File: src/fpx_pkg.sv
// Shared constants and types for the floating-point exception and mode logic
package fpx_pkg;

   // ----------------------------------------------------------------
   // Status/control register layout
   // ----------------------------------------------------------------
   localparam int FPX_BANK_POS = 21;            // Register bank select
   localparam int FPX_SIZE_POS = 20;            // Pair transfer size
   localparam int FPX_PREC_POS = 19;            // Precision mode
   localparam int FPX_DNRM_POS = 18;            // Denormal flush mode
   localparam int FPX_CAUSE_HI = 17;            // Cause E
   localparam int FPX_CAUSE_LO = 12;            // Cause I
   localparam int FPX_EN_HI = 11;               // Enable V
   localparam int FPX_EN_LO = 7;                // Enable I
   localparam int FPX_FLAG_HI = 6;              // Flag V
   localparam int FPX_FLAG_LO = 2;              // Flag I
   localparam int FPX_RND_HI = 1;               // Rounding field
   localparam int FPX_RND_LO = 0;
   localparam logic [31:0] FPX_RESET = 32'h0004_0001;    // Value after reset
   localparam logic [31:0] FPX_WR_MASK = 32'h003F_FFFF;  // Bits 31..22 read as zero

   // Source order inside the five-bit enable and flag fields
   localparam int FPX_SRC_V = 4;
   localparam int FPX_SRC_Z = 3;
   localparam int FPX_SRC_O = 2;
   localparam int FPX_SRC_U = 1;
   localparam int FPX_SRC_I = 0;

   // Rounding codes
   localparam logic [1:0] FPX_RND_NEAREST = 2'h0;
   localparam logic [1:0] FPX_RND_ZERO = 2'h1;

   // ----------------------------------------------------------------
   // Single-precision special values and approximation bound
   // ----------------------------------------------------------------
   localparam logic [30:0] FPX_QNAN = 31'h7FC0_0000;
   localparam logic [30:0] FPX_INF = 31'h7F80_0000;
   localparam logic [30:0] FPX_MAX_NORM = 31'h7F7F_FFFF;
   localparam int FPX_DIGITS_NORM = 24;         // Significant digits, normalized
   localparam int FPX_DIGITS_DENORM = 23;       // Significant digits, denormalized

   // ----------------------------------------------------------------
   // Timing
   // ----------------------------------------------------------------
   localparam int FPX_LOAD_CYCLES = 4;          // Control load settle, 4 cycles

   // Instruction classes seen by this block
   typedef enum logic [3:0] {
      FPX_OP_ARITH,
      FPX_OP_DIVIDE,
      FPX_OP_INNER_PRODUCT,
      FPX_OP_TRANSFORM,
      FPX_OP_BANK_TOGGLE,
      FPX_OP_SIZE_TOGGLE,
      FPX_OP_CONTROL_LOAD,
      FPX_OP_FLOAT_MOVE
   } fpx_op_type;

endpackage : fpx_pkg

File: src/fpx_default_result.sv
// Default-result generator used when exception handling is disabled
`timescale 1ns/1ps
module fpx_default_result
   import fpx_pkg::*;
(
   input wire logic ref_clk,
   input wire logic reset,
   input wire logic write_req,           // Destination write wanted
   input wire logic invalid,
   input wire logic divzero,
   input wire logic overflow,
   input wire logic underflow,
   input wire logic sign,                // Sign of the unrounded value
   input wire logic [1:0] rounding_field,
   input wire logic denormal_flush_mode,
   input wire logic [31:0] raw_result,   // Rounded datapath result
   output logic result_write,
   output logic [31:0] result
);

   // ----------------------------------------------------------------
   // Selection
   // ----------------------------------------------------------------
   wire logic rz_mode = (rounding_field == FPX_RND_ZERO);
   // Underflow keeps datapath denormal unless flushing to zero
   wire logic [30:0] under_mag = denormal_flush_mode ? 31'h0000_0000 : raw_result[30:0];
   wire logic [30:0] over_mag = rz_mode ? FPX_MAX_NORM : FPX_INF;
   wire logic [31:0] next_result =
      invalid   ? {1'b0, FPX_QNAN} :
      divzero   ? {sign, FPX_INF} :
      overflow  ? {sign, over_mag} :
      underflow ? {sign, under_mag} : raw_result;

   // Registered data output
   always_ff @(posedge ref_clk or posedge reset) begin
      if (reset) begin
         result_write <= 1'b0;
         result <= 32'h0000_0000;
      end else begin
         result_write <= write_req;
         result <= next_result;
      end
   end

endmodule : fpx_default_result

File: src/fpx_load_delay.sv
// Settling delay for a control load into the status/control register
`timescale 1ns/1ps
module fpx_load_delay
   import fpx_pkg::*;
#(
   parameter int CYCLES = FPX_LOAD_CYCLES
)
(
   input wire logic ref_clk,
   input wire logic reset,
   input wire logic start,               // Control load accepted
   input wire logic [31:0] load_data,
   output logic busy,                    // Load in progress
   output logic commit,                  // One-cycle pulse, value takes effect
   output logic [31:0] held_data
);

   typedef enum logic {FPX_LD_IDLE, FPX_LD_WAIT} fpx_ld_type;

   fpx_ld_type state;                    // Delay state
   logic [3:0] count;                    // Cycles remaining

   wire logic last = (state == FPX_LD_WAIT) && (count == 4'h1);

   assign busy = (state == FPX_LD_WAIT);
   assign commit = last;

   // Count down from acceptance to commit
   always_ff @(posedge ref_clk or posedge reset) begin
      if (reset) begin
         state <= FPX_LD_IDLE;
         count <= 4'h0;
         held_data <= 32'h0000_0000;
      end else begin
         case (state)
            FPX_LD_IDLE: begin
               if (start) begin
                  state <= FPX_LD_WAIT;
                  count <= 4'(CYCLES);
                  held_data <= load_data;
               end
            end
            FPX_LD_WAIT: begin
               count <= count - 4'h1;
               if (last) begin
                  state <= FPX_LD_IDLE;
               end
            end
            default: state <= FPX_LD_IDLE;
         endcase
      end
   end

endmodule : fpx_load_delay

File: src/fpx_exception_unit.sv
// Exception detection, status bookkeeping and mode bits of the FPU
`timescale 1ns/1ps

// What this block does
// (RULE_01) FPU disabled: raise illegal or slot illegal
// (RULE_02) Denormal input without flush raises error source
// (RULE_03) Inexact on overflow, underflow or rounding
// (RULE_04) Cause six bits; error source unmaskable
// (RULE_05) Occurring source sets cause and flag
// (RULE_06) Absent source clears cause, keeps flag
// (RULE_07) Invalid trap: enabled and transform or invalid
// (RULE_08) Zero-divide trap when enabled and divisor zero
// (RULE_09) O/U/I trap on mere possibility when enabled
// (RULE_10) One shared exception event to the core
// (RULE_11) Trapped instruction leaves destination untouched
// (RULE_12) Possibility-only trap leaves cause field zero
// (RULE_13) Untrapped invalid gives quiet NaN, sets flag
// (RULE_14) Untrapped divide by zero gives signed infinity
// (RULE_15) Overflow: max normal toward zero, else infinity
// (RULE_16) Underflow: denormal or zero, flush gives zero
// (RULE_17) Inner product always sets inexact, may trap
// (RULE_18) Transform always sets inexact, may trap
// (RULE_19) Transform traps whenever invalid enabled
// (RULE_20) Bank toggle one cycle; control load waits
// (RULE_21) Size bit set: moves carry two words
// (RULE_22) Size toggle inverts transfer size bit
// (RULE_23) Geometric approximation within digit bound
// (RULE_24) Cause bits at 17 down to 12
// (RULE_25) Enable bits at 11 down to 7
// (RULE_26) Flag bits at 6 down to 2
// (RULE_27) Rounding 00 nearest, 01 toward zero
module fpx_exception_unit
   import fpx_pkg::*;
#(
   parameter int LOAD_CYCLES = FPX_LOAD_CYCLES
)
(
   input wire logic ref_clk,
   input wire logic reset,
   // Issue from the core
   input wire logic op_valid,
   input wire fpx_op_type op_class,
   input wire logic op_in_delay_slot,
   input wire logic fpu_disable_bit,     // From cpu_status_reg
   input wire logic [31:0] load_data,    // Control load value
   // Datapath observations for the issued operation
   input wire logic src_denormal_in,
   input wire logic src_invalid,
   input wire logic src_divzero,
   input wire logic src_overflow,
   input wire logic src_underflow,
   input wire logic src_rounded,
   input wire logic can_overflow,
   input wire logic can_underflow,
   input wire logic can_inexact,
   input wire logic writes_dest,
   input wire logic result_sign,
   input wire logic [31:0] raw_result,
   // Answers to the core
   output logic busy,
   output logic illegal_exc,
   output logic slot_illegal_exc,
   output logic fpu_exc,
   output logic dest_write,
   output logic [31:0] dest_value,
   output logic move_pair,
   output logic move_done,
   // Register state
   output logic [31:0] fpu_status_control_reg,
   output logic bank_select_bit,
   output logic pair_transfer_size_bit,
   output logic denormal_flush_mode,
   output logic [1:0] rounding_field
);

   // ----------------------------------------------------------------
   // Decode
   // ----------------------------------------------------------------
   logic [31:0] csr;                     // Status/control register
   logic load_busy;
   logic load_commit;
   logic [31:0] load_held;

   // True when the class names an arithmetic-type operation
   function automatic logic is_compute(input fpx_op_type c);
      return (c == FPX_OP_ARITH) || (c == FPX_OP_DIVIDE) ||
             (c == FPX_OP_INNER_PRODUCT) || (c == FPX_OP_TRANSFORM);
   endfunction : is_compute

   wire logic accept = op_valid && !load_busy;
   wire logic blocked = accept && fpu_disable_bit;                     // [RULE_01]
   wire logic run = accept && !fpu_disable_bit;
   wire logic run_compute = run && is_compute(op_class);
   wire logic is_inner = (op_class == FPX_OP_INNER_PRODUCT);
   wire logic is_transform = (op_class == FPX_OP_TRANSFORM);
   wire logic is_approx = is_inner || is_transform;                    // [RULE_23]

   // Current fields
   wire logic [4:0] enable = csr[FPX_EN_HI:FPX_EN_LO];                 // [RULE_25]
   wire logic [4:0] flags = csr[FPX_FLAG_HI:FPX_FLAG_LO];              // [RULE_26]
   wire logic dn_mode = csr[FPX_DNRM_POS];

   // ----------------------------------------------------------------
   // Source detection
   // ----------------------------------------------------------------
   wire logic occ_e = src_denormal_in && !dn_mode;                     // [RULE_02]
   wire logic occ_v = src_invalid;
   wire logic occ_z = src_divzero;
   wire logic occ_o = src_overflow;
   wire logic occ_u = src_underflow;
   // Approximate geometric operations are always inexact
   wire logic occ_i = src_overflow || src_underflow || src_rounded ||
                      is_approx; // [RULE_03] [RULE_17] [RULE_18]
   wire logic [5:0] next_cause = {occ_e, occ_v, occ_z, occ_o, occ_u, occ_i}; // [RULE_04] [RULE_24]
   wire logic [4:0] flag_set = run_compute ? next_cause[4:0] : 5'h00;

   // ----------------------------------------------------------------
   // Trap decision
   // ----------------------------------------------------------------
   wire logic trap_v = enable[FPX_SRC_V] && (is_transform || occ_v);  // [RULE_07] [RULE_19]
   wire logic trap_z = enable[FPX_SRC_Z] && occ_z;                     // [RULE_08]
   wire logic trap_o = enable[FPX_SRC_O] && can_overflow;              // [RULE_09]
   wire logic trap_u = enable[FPX_SRC_U] && can_underflow;             // [RULE_09]
   wire logic trap_i = enable[FPX_SRC_I] && (can_inexact || is_approx);   // [RULE_09] [RULE_17]
   // Error source has no enable bit and always traps
   wire logic trap_any = occ_e || trap_v || trap_z || trap_o || trap_u || trap_i;   // [RULE_04]
   wire logic take_exc = run_compute && trap_any;

   // ----------------------------------------------------------------
   // Next register value
   // ----------------------------------------------------------------
   logic [31:0] next_csr;

   // Cause replaced each arithmetic-type operation, flags sticky, toggles invert
   always_comb begin
      next_csr = csr;
      if (load_commit) begin
         next_csr = load_held & FPX_WR_MASK;
      end
      if (run_compute) begin
         next_csr[FPX_CAUSE_HI:FPX_CAUSE_LO] = next_cause; // [RULE_05] [RULE_06] [RULE_12]
      end
      // Hardware set wins over a clearing load
      next_csr[FPX_FLAG_HI:FPX_FLAG_LO] =
         next_csr[FPX_FLAG_HI:FPX_FLAG_LO] | flag_set;                  // [RULE_05] [RULE_13]
      if (run && op_class == FPX_OP_BANK_TOGGLE) begin
         next_csr[FPX_BANK_POS] = !csr[FPX_BANK_POS];                   // [RULE_20]
      end
      if (run && op_class == FPX_OP_SIZE_TOGGLE) begin
         next_csr[FPX_SIZE_POS] = !csr[FPX_SIZE_POS];                   // [RULE_22]
      end
   end

   // Status/control register
   always_ff @(posedge ref_clk or posedge reset) begin
      if (reset) begin
         csr <= FPX_RESET;
      end else begin
         csr <= next_csr;
      end
   end

   // ----------------------------------------------------------------
   // Exception and move answers
   // ----------------------------------------------------------------
   always_ff @(posedge ref_clk or posedge reset) begin
      if (reset) begin
         illegal_exc <= 1'b0;
         slot_illegal_exc <= 1'b0;
         fpu_exc <= 1'b0;
         move_done <= 1'b0;
         move_pair <= 1'b0;
      end else begin
         illegal_exc <= blocked && !op_in_delay_slot;                   // [RULE_01]
         slot_illegal_exc <= blocked && op_in_delay_slot;               // [RULE_01]
         fpu_exc <= take_exc;                                           // [RULE_10]
         move_done <= run && op_class == FPX_OP_FLOAT_MOVE;
         move_pair <= run && op_class == FPX_OP_FLOAT_MOVE && csr[FPX_SIZE_POS];   // [RULE_21]
      end
   end

   // ----------------------------------------------------------------
   // Submodules
   // ----------------------------------------------------------------
   // Default results; no write when the trap is taken
   fpx_default_result u_default (
      .ref_clk(ref_clk),
      .reset(reset),
      .write_req(run_compute && writes_dest && !trap_any),             // [RULE_11]
      .invalid(occ_v),                                                  // [RULE_13]
      .divzero(occ_z),                                                  // [RULE_14]
      .overflow(occ_o),                                                 // [RULE_15]
      .underflow(occ_u),                                                // [RULE_16]
      .sign(result_sign),
      .rounding_field(csr[FPX_RND_HI:FPX_RND_LO]),                      // [RULE_27]
      .denormal_flush_mode(dn_mode),
      .raw_result(raw_result),
      .result_write(dest_write),
      .result(dest_value)
   );

   // Control load settles before it takes effect
   fpx_load_delay #(.CYCLES(LOAD_CYCLES)) u_load (
      .ref_clk(ref_clk),
      .reset(reset),
      .start(run && op_class == FPX_OP_CONTROL_LOAD),                  // [RULE_20]
      .load_data(load_data),
      .busy(load_busy),
      .commit(load_commit),
      .held_data(load_held)
   );

   // ----------------------------------------------------------------
   // Output wiring
   // ----------------------------------------------------------------
   assign busy = load_busy;
   assign fpu_status_control_reg = csr;
   assign bank_select_bit = csr[FPX_BANK_POS];
   assign pair_transfer_size_bit = csr[FPX_SIZE_POS];
   assign denormal_flush_mode = csr[FPX_DNRM_POS];
   assign rounding_field = csr[FPX_RND_HI:FPX_RND_LO];
endmodule : fpx_exception_unit

File: config.mk
export PLATFORM = sky130hd
export DESIGN_NAME = fpx_exception_unit
export DESIGN_NICKNAME = d
export VERILOG_FILES = /design/src/fpx_pkg.sv /design/src/fpx_default_result.sv /design/src/fpx_load_delay.sv /design/src/fpx_exception_unit.sv
export SDC_FILE = /design/constraint.sdc
export NUM_CORES = 1
export LEC_CHECK = 0
export BUFFER_PORTS_ARGS = -buffer_cell sky130_fd_sc_hd__buf_2
export CAP_MARGIN = 5
export CELL_PAD_IN_SITES_DETAIL_PLACEMENT = 0
export CELL_PAD_IN_SITES_GLOBAL_PLACEMENT = 1
export CORE_MARGIN = 2
export CORE_UTILIZATION = 36
export CTS_CLUSTER_SIZE = 40
export DETAILED_ROUTE_END_ITERATION = 10
export PLACE_DENSITY = 0.84
export SETUP_SLACK_MARGIN = 0.02
export SKIP_CTS_REPAIR_TIMING = 1
export SYNTH_ARGS = -nofsm -noshare
export SYNTH_HDL_FRONTEND = slang
export SYNTH_SLANG_ARGS = --single-unit
File: constraint.sdc
create_clock -name ref_clk -period 3.45 [get_ports ref_clk]
set_clock_uncertainty 0.15 [all_clocks]
set_input_delay 0 -clock ref_clk [delete_from_list [all_inputs] [get_ports ref_clk]]
set_output_delay 0 -clock ref_clk [all_outputs]
set_load 0.01 [all_outputs]
=== After elaboration in Yosys (flattened, before gate mapping) ===
Index checks and enable logic that the tools add are counted.

* Add/subtract/negate cells: 1
* Equality and inequality tests: 10
* Multiplexer cells: 16
* Bitwise gates (word level): 2
* Reduce and logical (&&, ||, !) cells: 47

{| class="wikitable"
|+ Operators by type and width
! kind !! count
|-
| 2-to-1 mux 32 bit || 4
|-
| 2-to-1 mux 31 bit || 1
|-
| 2-to-1 mux 24 bit || 1
|-
| 2-to-1 mux 22 bit || 1
|-
| logical AND 1 bit || 21
|-
| == test 4 x 3 -> 1 bit, second input constant || 4
|-
| logical OR 1 bit || 14
|-
| == test 4 x 1 -> 1 bit, second input constant || 2
|-
| == test 4 x 2 -> 1 bit, second input constant || 2
|-
| case mux 4 bit (2 select lines) || 1
|-
| zero test 1 bit || 7
|-
| 2-to-1 mux 6 bit || 1
|-
| nonzero test 2 bit || 3
|-
| 2-to-1 mux 5 bit || 1
|-
| bitwise OR 5 bit || 1
|-
| zero test 4 bit || 1
|-
| 2-to-1 mux 1 bit || 4
|-
| 2-to-1 mux 4 bit || 1
|-
| subtractor 4 x 1 -> 4 bit, second input constant || 1
|-
| == test 2 x 1 -> 1 bit, second input constant || 1
|-
| != test 2 x 1 -> 1 bit, second input constant || 1
|-
| case mux 1 bit (2 select lines) || 1
|-
| AND reduction 2 bit || 1
|-
| inverter 1 bit || 1
|}

* Flip-flop bits (word level): 87
* Output and inout port bits: 76
* Logic and storage cells: 91

=== Depth between registers and ports, before layout ===
Gate-level depths: netlist (run 1).

* Depth after elaboration: 10
* Mapped depth: 7

=== Modules after synthesis ===
From an unflattened synthesis (run 1), not the netlist that was laid out.

* Cell total of the unflattened synthesis: 305
* Area total of the unflattened synthesis: 4206.5 µm²

{| class="wikitable"
|+ By module, submodules not included
! module !! times used !! cells each !! area each (µm²)
|-
| fpx_load_delay || 1 || 94 || 1615.3
|-
| fpx_exception_unit || 1 || 105 || 1372.6
|-
| fpx_default_result || 1 || 106 || 1218.7
|}

=== Worst setup path before layout (run 1) ===
No wires, ideal clock.

* Path kind: register -> register
* Start: register u_load.state (netlist: u_load.busy)
* End: register u_load.held_data[10]
* Setup time: 125 ps
* Arrival: 1549 ps
* Data required time: 3175 ps
* Slack: 1626 ps
* Stages on the path, launching flop included: 5
* Buffers on the path: 1
* Clock period less this slack: 1824 ps
* Cells stage by stage: dfrtp_1 > nor3b_4 > nand4b_4 > buf_6 > mux2_4

* Word-level cells in the longest chain between the ends: 5
* Elaborated cells between the ends (all ways): 6

{| class="wikitable"
|+ RTL lines
! what !! line !! text
|-
| start: declaration || fpx_load_delay.sv:20 || <nowiki>fpx_ld_type state;</nowiki>
|-
| start signal: assignment || fpx_load_delay.sv:31 || <nowiki>state <= FPX_LD_IDLE;</nowiki>
|-
| start signal: assignment || fpx_load_delay.sv:38 || <nowiki>state <= FPX_LD_WAIT;</nowiki>
|-
| start signal: assignment || fpx_load_delay.sv:46 || <nowiki>state <= FPX_LD_IDLE;</nowiki>
|-
| zero test 1 bit || fpx_exception_unit.sv:90 || <nowiki>wire logic accept = op_valid && !load_busy;</nowiki>
|-
| logical AND 1 bit || fpx_exception_unit.sv:90 ||
|-
| logical AND 1 bit || fpx_exception_unit.sv:92 || <nowiki>wire logic run = accept && !fpu_disable_bit;</nowiki>
|-
| logical AND 1 bit || fpx_exception_unit.sv:206 || <nowiki>.start(run && op_class == FPX_OP_CONTROL_LOAD),</nowiki>
|-
| AND reduction 2 bit (no line) * || -- ||
|-
| end signal: assignment || fpx_load_delay.sv:40 || <nowiki>held_data <= load_data;</nowiki>
|-
| end: declaration || fpx_load_delay.sv:15 || <nowiki>output logic [31:0] held_data</nowiki>
|}

Mark *: on every way between the ends. The rest lies on a longest branch, timed or not.
A chain may end at the register's enable or synchronous reset.

=== Final worst setup path (run 1) ===
* Start: register u_load.count[1]
* End: register csr[2] (netlist: fpu_status_control_reg[2])

* Word-level cells in the longest chain between the ends: 4

{| class="wikitable"
|+ RTL lines
! what !! line !! text
|-
| start: declaration || fpx_load_delay.sv:21 || <nowiki>logic [3:0] count;</nowiki>
|-
| start signal: assignment || fpx_load_delay.sv:39 || <nowiki>count <= 4'(CYCLES);</nowiki>
|-
| start signal: assignment || fpx_load_delay.sv:44 || <nowiki>count <= count - 4'h1;</nowiki>
|-
| == test 4 x 1 -> 1 bit || fpx_load_delay.sv:23 || <nowiki>wire logic last = (state == FPX_LD_WAIT) && (count == 4'h1);</nowiki>
|-
| logical AND 1 bit || fpx_load_delay.sv:23 ||
|-
| 2-to-1 mux 22 bit || fpx_exception_unit.sv:137 || <nowiki>if (load_commit) begin</nowiki>
|-
| bitwise OR 5 bit || fpx_exception_unit.sv:145 || <nowiki>next_csr[FPX_FLAG_HI:FPX_FLAG_LO] | flag_set;</nowiki>
|-
| via next_csr[2] || fpx_exception_unit.sv:132 || <nowiki>logic [31:0] next_csr;</nowiki>
|-
| end signal: assignment || fpx_exception_unit.sv:159 || <nowiki>csr <= next_csr;</nowiki>
|-
| end: declaration || fpx_exception_unit.sv:79 || <nowiki>logic [31:0] csr;</nowiki>
|}

The timed path passes the listed nets, and every way through them passes these cells. The select of a mux whose other input is x is not followed.

==> impl_metrics.ini, run 1 <==
[logic_synthesis]
synth_fa_ha_area_share_pct = 0.684
synthFlopType = dfrtp_1
synthMuxAreaShare_pct = 13.0
syn_inst = 285
ys_warn_count = 0
synth-xor-area-share_pct = 0.239
yosys.area_share.simple_pct = 10.8
avgSynthCellArea_um2 = 12.8
synth-compound-area-share_pct = 10.1
async_flop_share_pct = 100
synth_top_family_by_area = multiplexers
synth_edf_count = 0
synth_cell_types = 45
netlist_area_um2 = 3660
synth-seq-cells = 87
ys_seq_area_share_pct = 59.6

[clock_tree]
root_buffer = clkbuf_8
cts_sinks = 87
clk_latency_ns = 0.35
cts_buffer_depth = 2
cts_tree = done
htreeDepth = 3
clk_pin_slew_ns = 0.09
cts_made_buffers = 9

[layout]
fin_area_um2 = 5360
synthToLayoutAreaGrowth_pct = 46.5
drive_gt1_share_pct = 40.8
nFillCells = 868
insertedDiodeCount = 0
nNetsFinal = 583
largest_reg_flops = 32

[die]
core_um2 = 9820
die_w_um = 105
io_pins = 160
rows = 36
die_h_um = 105
die_area_um2 = 11000
start_util_pct = 37.2

[routing]
viasPerCell = 4.70
drc = 0
first_iter_violations = 123
first_pass_iters = 4
routedWlPerCell_um = 15.4
ant_nets = 0
via_count = 2983
wirelength_um = 9810

[pwr]
totalPowerFinal_w = 0.00304
leakage_nw = 2.76
peakVddDrop_mv = 0.303
power_density_nw_per_um2 = 567

[critical_path]
worstPathMaxFanout = 26
required_ns = 3.54
path_cells = inv_1 > ha_1 > and4bb_2 > mux2i_1 > o21ai_0 > dlygate4sd3_1
cp_slowest_cell = and4bb_2
worst-path-stages = 6
critical_path.max_stage_delay_ns = 0.72
arrival_ns = 2.67
path_buf_inv = 2
critPathLaunchType = flop
worstSetupPathType = reg2reg
reg2reg_from = u_load.count[1]
cp-end-kind = flop
r2r_cells = 6
critPathTopFamily = simple AND/OR/NAND/NOR gates
rrSetupSlack_ns = 0.87
r2r_end = fpu_status_control_reg[2]

[timing]
setup_tns_ns = 0
worst_slack_ns = 0.869
finalCriticalPeriod_ns = 2.58
grt_setup_unrepaired = false
setup_violations = 0
finalHoldViolCount = 0
maxSlewHeadroom_pct = 28.9
fin_crit_sh_pct = 74.8
fmax_mhz = 387
worst_slew_pin_slew_ns = 1.06
report.final.slew_viol_count = 0

[global_routing]
grt_max_degree = 37
grt_first_pass_wirelength_um = 13900
grt_antenna_before_repair = 0
grt_use_met2_pct = 26.2
grt_usage_pct = 16.2
first_global_vias = 2715
grt_overflow = 0
met1_usage_pct = 21.2
grt_use_met3_pct = 3.18
grt-busiest-layer = met2

[hold_path]
hold_path.class = in2reg
hold_depth = 4
min-delay-start = src_denormal_in
whs_endpoint = fpu_status_control_reg[17]

[run_status]
outcome = complete, no violations

[place]
place.gp.congestion = 0.738
dp_hpwl_um = 6180
io_buffers = 139
postPlaceCellArea_um2 = 4390
place_ws_ns = 1.14

[run]
maxCapViolCount = 0
-- tightest hold or removal path, stage by stage --
cell,delay (ns)
buf_2,0.08
nand2b_1,0.08
nor3_1,0.17
a221o_1,0.14
-- power by group --
| part | total, W | internal (W) | switching (W) |
|---|---|---|---|
| registers | 0.00145 | 0.00128 | 0.000174 |
| logic | 0.000942 | 0.000497 | 0.000445 |
| clock network | 0.000645 | 0.000297 | 0.000348 |
| total | 0.00304 | 0.00207 | 0.000967 |
-- synth_stat cells, types with 2 or more instances --
cell,n,share of area [%]
and4bb_2,2,0.68
nor2_1,30,3.1
dfrtp_1,85,58
o21ai_0,4,0.55
a31o_2,3,0.72
mux2i_1,7,1.9
a21oi_1,24,3.3
mux2_4,15,6.2
buf_4,15,3.1
ha_1,2,0.68
a221o_1,9,2.5
nor2b_1,6,1.0
a21o_1,8,1.6
and4_1,2,0.48
mux2_2,16,4.9
buf_2,4,0.55
inv_1,5,0.51
and3_2,4,0.82
nand2_1,7,0.72
dfstp_2,2,1.4
nor3_1,4,0.55
clkbuf_1,7,0.72
buf_6,2,0.62
-- cells in the final DEF, fill, tap and decap left out, types with 5 or more instances in the layout --
master         synthesis  final
clkinv_2               0      5
mux2i_1                7      7
dlygate4sd3_1          0     79
nor2_1                30     30
conb_1                 1     10
mux2_2                16     16
nor2b_1                6      6
a21o_1                 8      8
nand2_1                7      7
buf_2                  4    139
mux2_4                15     15
a21oi_1               24     24
a221o_1                9      9
clkbuf_8               0     11
dfrtp_1               85     85
-- cell type report --
| cell class | count | area, µm² | area share (%) |
|---|---|---|---|
| Clock buffer | 12 | 155 | 2.90 |
| Clock inverter | 4 | 20.0 | 0.374 |
| Inverter | 5 | 20.0 | 0.374 |
| Multi-Input combinational cell | 174 | 1320 | 24.5 |
| Sequential cell | 87 | 2180 | 40.7 |
| Tap cell | 133 | 166 | 3.11 |
| Timing Repair Buffer | 220 | 1500 | 28.0 |
-- worst max path at each step --
| stage | from | endpoint |
|---|---|---|
| 2_1_floorplan | reset | fpu_exc |
| 3_3_place_gp | u_load.busy | u_load.held_data[9] |
| 3_5_place_dp | u_load.busy | u_load.held_data[5] |
| 4_1_cts | u_load.busy | u_load.held_data[1] |
| 5_1_grt | u_load.count[1] | fpu_status_control_reg[2] |
| 6_report | u_load.count[1] | fpu_status_control_reg[2] |
-- metal layers --
metal  wire length [µm]  vias to the layer above
li1                   -                     1402
met1               4200                     1482
met2               5040                       86
met3                387                       13
met4                183                        0
met5                  0                        -
-- logic make-up after synthesis --
group,after synthesis
and+or+nand+nor,68
AOI/OAI and AO/OA,55
DFF,87
adders and majority gates,2
buffers and inverters,33
xor gates and xnor gates,1
other,1
muxes,38
-- through the flow --
stage                     instances  hold slack (ns)  util [%]
final                           635          0.00360      54.6
after CTS                       556           -0.545      46.5
after floorplan                 294          -0.0836         -
after global placement          540           -0.159      44.7
after global routing            635           0.0365      54.6
after detailed placement        540           -0.156      44.7
Note: power is estimated with default switching activity, not from simulation.
==> run 2, diff against run 1 <==
Settings changed: ABC_AREA set to 1, CORE_UTILIZATION 36 to 34.
Clock period 3.45 ns to 2.7 ns, I/O delays scaled along.
==> run 2 against run 1 <==
Critical endpoint is now u_default.result_write. Highest routed layer unchanged. Power grew 21%. Largest power group unchanged. Routed wire length up 7.4%. Global-route usage decreased by 0.071 points. Area after synthesis grew 1.5%. The run now ends with negative hold slack left. Critical path depth is 1 higher. Flip-flop and latch count unchanged. Via count rose by 19%.
==> impl_metrics.ini, run 2 <==
[run_status]
outcome = complete, but fails checks
violations = negative hold slack

[routing]
viasPerCell = 4.48
ant_nets = 0
first_iter_violations = 237
wirelength_um = 10500
first_pass_iters = 6
via_count = 3560
drc = 0
routedWlPerCell_um = 13.3

[clock_tree]
cts_sinks = 87
root_buffer = clkbuf_8
clk_latency_ns = 0.35
cts_tree = done
cts_made_buffers = 9
cts_buffer_depth = 2
clk_pin_slew_ns = 0.08
htreeDepth = 3

[logic_synthesis]
synth_top_cell_area_share_pct = 57.3
yosys.area.top_type = dfrtp_1
synth-seq-cells = 87
synth_top_cells_by_area = dfrtp_1 (57%), nand2_1 (14%), nand3_1 (7.0%)
synth_cell_types = 25
synthFlopType = dfrtp_1
yosysMostFrequentCell = nand2_1
yosys-top-cells-count = nand2_1 (136), dfrtp_1 (85), nand3_1 (52)
async_flop_share_pct = 100
synth_edf_count = 0
avgSynthCellArea_um2 = 8.99
ys_warn_count = 0
netlist_area_um2 = 3710
ys_seq_area_share_pct = 58.7
syn_inst = 413

[timing]
worst_slew_pin_slew_ns = 0.929
report.final.slew_viol_count = 0
finalCriticalPeriod_ns = 2.55
finalHoldViolCount = 2
setup_violations = 0
setup_tns_ns = 0
whs_ns = -0.0400
fmax_mhz = 392
grt_setup_unrepaired = false
maxSlewHeadroom_pct = 37.9
fin_crit_sh_pct = 94.4

[hold_path]
min-delay-start = op_class[1]
whs_endpoint = fpu_status_control_reg[20]
hold_path.class = in2reg
hold_depth = 6

[run]
maxCapViolCount = 0

[critical_path]
cp-end-kind = flop
critPathLaunchType = flop
rrSetupSlack_ns = 0.15
required_ns = 2.83
worstPathMaxFanout = 8
reg2reg_from = u_load.busy
worstSetupPathType = reg2reg
arrival_ns = 2.68
r2r_end = u_default.result_write
r2r_cells = 7

[layout]
stdcell_count = 795
drive_gt1_share_pct = 25.3
synthToLayoutAreaGrowth_pct = 53.5
insertedDiodeCount = 0
layout_commonest_cell = buf_2
nNetsFinal = 736
largest_reg_flops = 32
mostFrequentLayoutCells = buf_2 (139), nand2_1 (136), dlygate4sd3_1 (108)

[pwr]
power_density_nw_per_um2 = 643
peakVddDrop_mv = 0.267
leakage_nw = 2.98

[global_routing]
grt_usage_pct = 16.1
grt_first_pass_wirelength_um = 14400
grt_max_degree = 53
first_global_vias = 2939
grt_antenna_before_repair = 0
grt_overflow = 0

[die]
rows = 38
start_util_pct = 34.5
die_h_um = 108
die_w_um = 108
core_um2 = 10700
die_area_um2 = 11800
io_pins = 160

[place]
dp_hpwl_um = 7110
io_buffers = 139
place.gp.congestion = 0.781
dp_cells = 671
run 2: routing by layer:
metal	GRT usage [%]	vias up	routed length [µm]
met5	0	-	0
met4	6.32	0	88
met3	3.92	6	742
met2	26.5	131	5120
met1	20.5	1664	4590
li1	-	1759	-
run 2: worst max-delay path, stage by stage, from the launching register on:
cell,delay (ns)
dfrtp_1,0.48
inv_4,0.15
nand3b_1,0.18
nor2_4,0.24
nand2_1,0.07
dlygate4sd3_1,0.56
nor2_1,0.10
dlygate4sd3_1,0.55
run 2: final cells by class:
type,instances,area (µm²)
timing repair buffer,250,1810
tap,140,175
fill,1012,5050
inverter,21,82.6
sequential,87,2180
clock inverter,1,30.0
multi-input combinational,281,1250
clock buffer,15,166
run 2: power breakdown:
group	internal, W	switching [W]	total, W
clock network	0.000481	0.000423	0.000904
logic	0.000451	0.000574	0.00102
registers	0.00156	0.000171	0.00173
total	0.00250	0.00117	0.00366
run 2: cell families (layout without fill, tap and decap cells):
kind of cell               after synthesis  in the layout  synth area share (%)
other                                    1             10                 0.101
buffers and inverters                   54            287                  8.43
DFF                                     87             87                  58.7
adders and majority gates                2              2                 0.674
AOI/OAI and AO/OA                       33             33                  4.55
and+or+nand+nor                        236            236                  27.5
run 2: worst max-delay path by stage:
stage                          startpoint                     end  slack [ns]  cells after the start
2_1_floorplan                       reset                 fpu_exc        0.30                      1
3_3_place_gp   fpu_status_control_reg[18]    u_default.result[21]        0.80                      3
3_5_place_dp   fpu_status_control_reg[18]    u_default.result[21]        0.82                      3
4_1_cts        fpu_status_control_reg[18]    u_default.result[21]        0.80                      3
5_1_grt                       u_load.busy  u_default.result_write        0.02                      7
6_report                      u_load.busy  u_default.result_write        0.15                      7
run 2: through the flow:
| step | instance area, µm² | setup slack [ns] | utilization, % | total power, W |
|---|---|---|---|---|
| 6_report | 5700 | 0.151 | 53.0 | 0.00366 |
| 5_1_grt | 5700 | 0.0194 | 53.0 | 0.00391 |
| 4_1_cts | 4620 | 0.798 | 43.0 | 0.00358 |
| 3_5_place_dp | 4420 | 0.820 | 41.1 | 0.00267 |
| 3_3_place_gp | 4420 | 0.801 | 41.1 | 0.00264 |
| 2_1_floorplan | 3740 | 0.303 | - | 0.00232 |
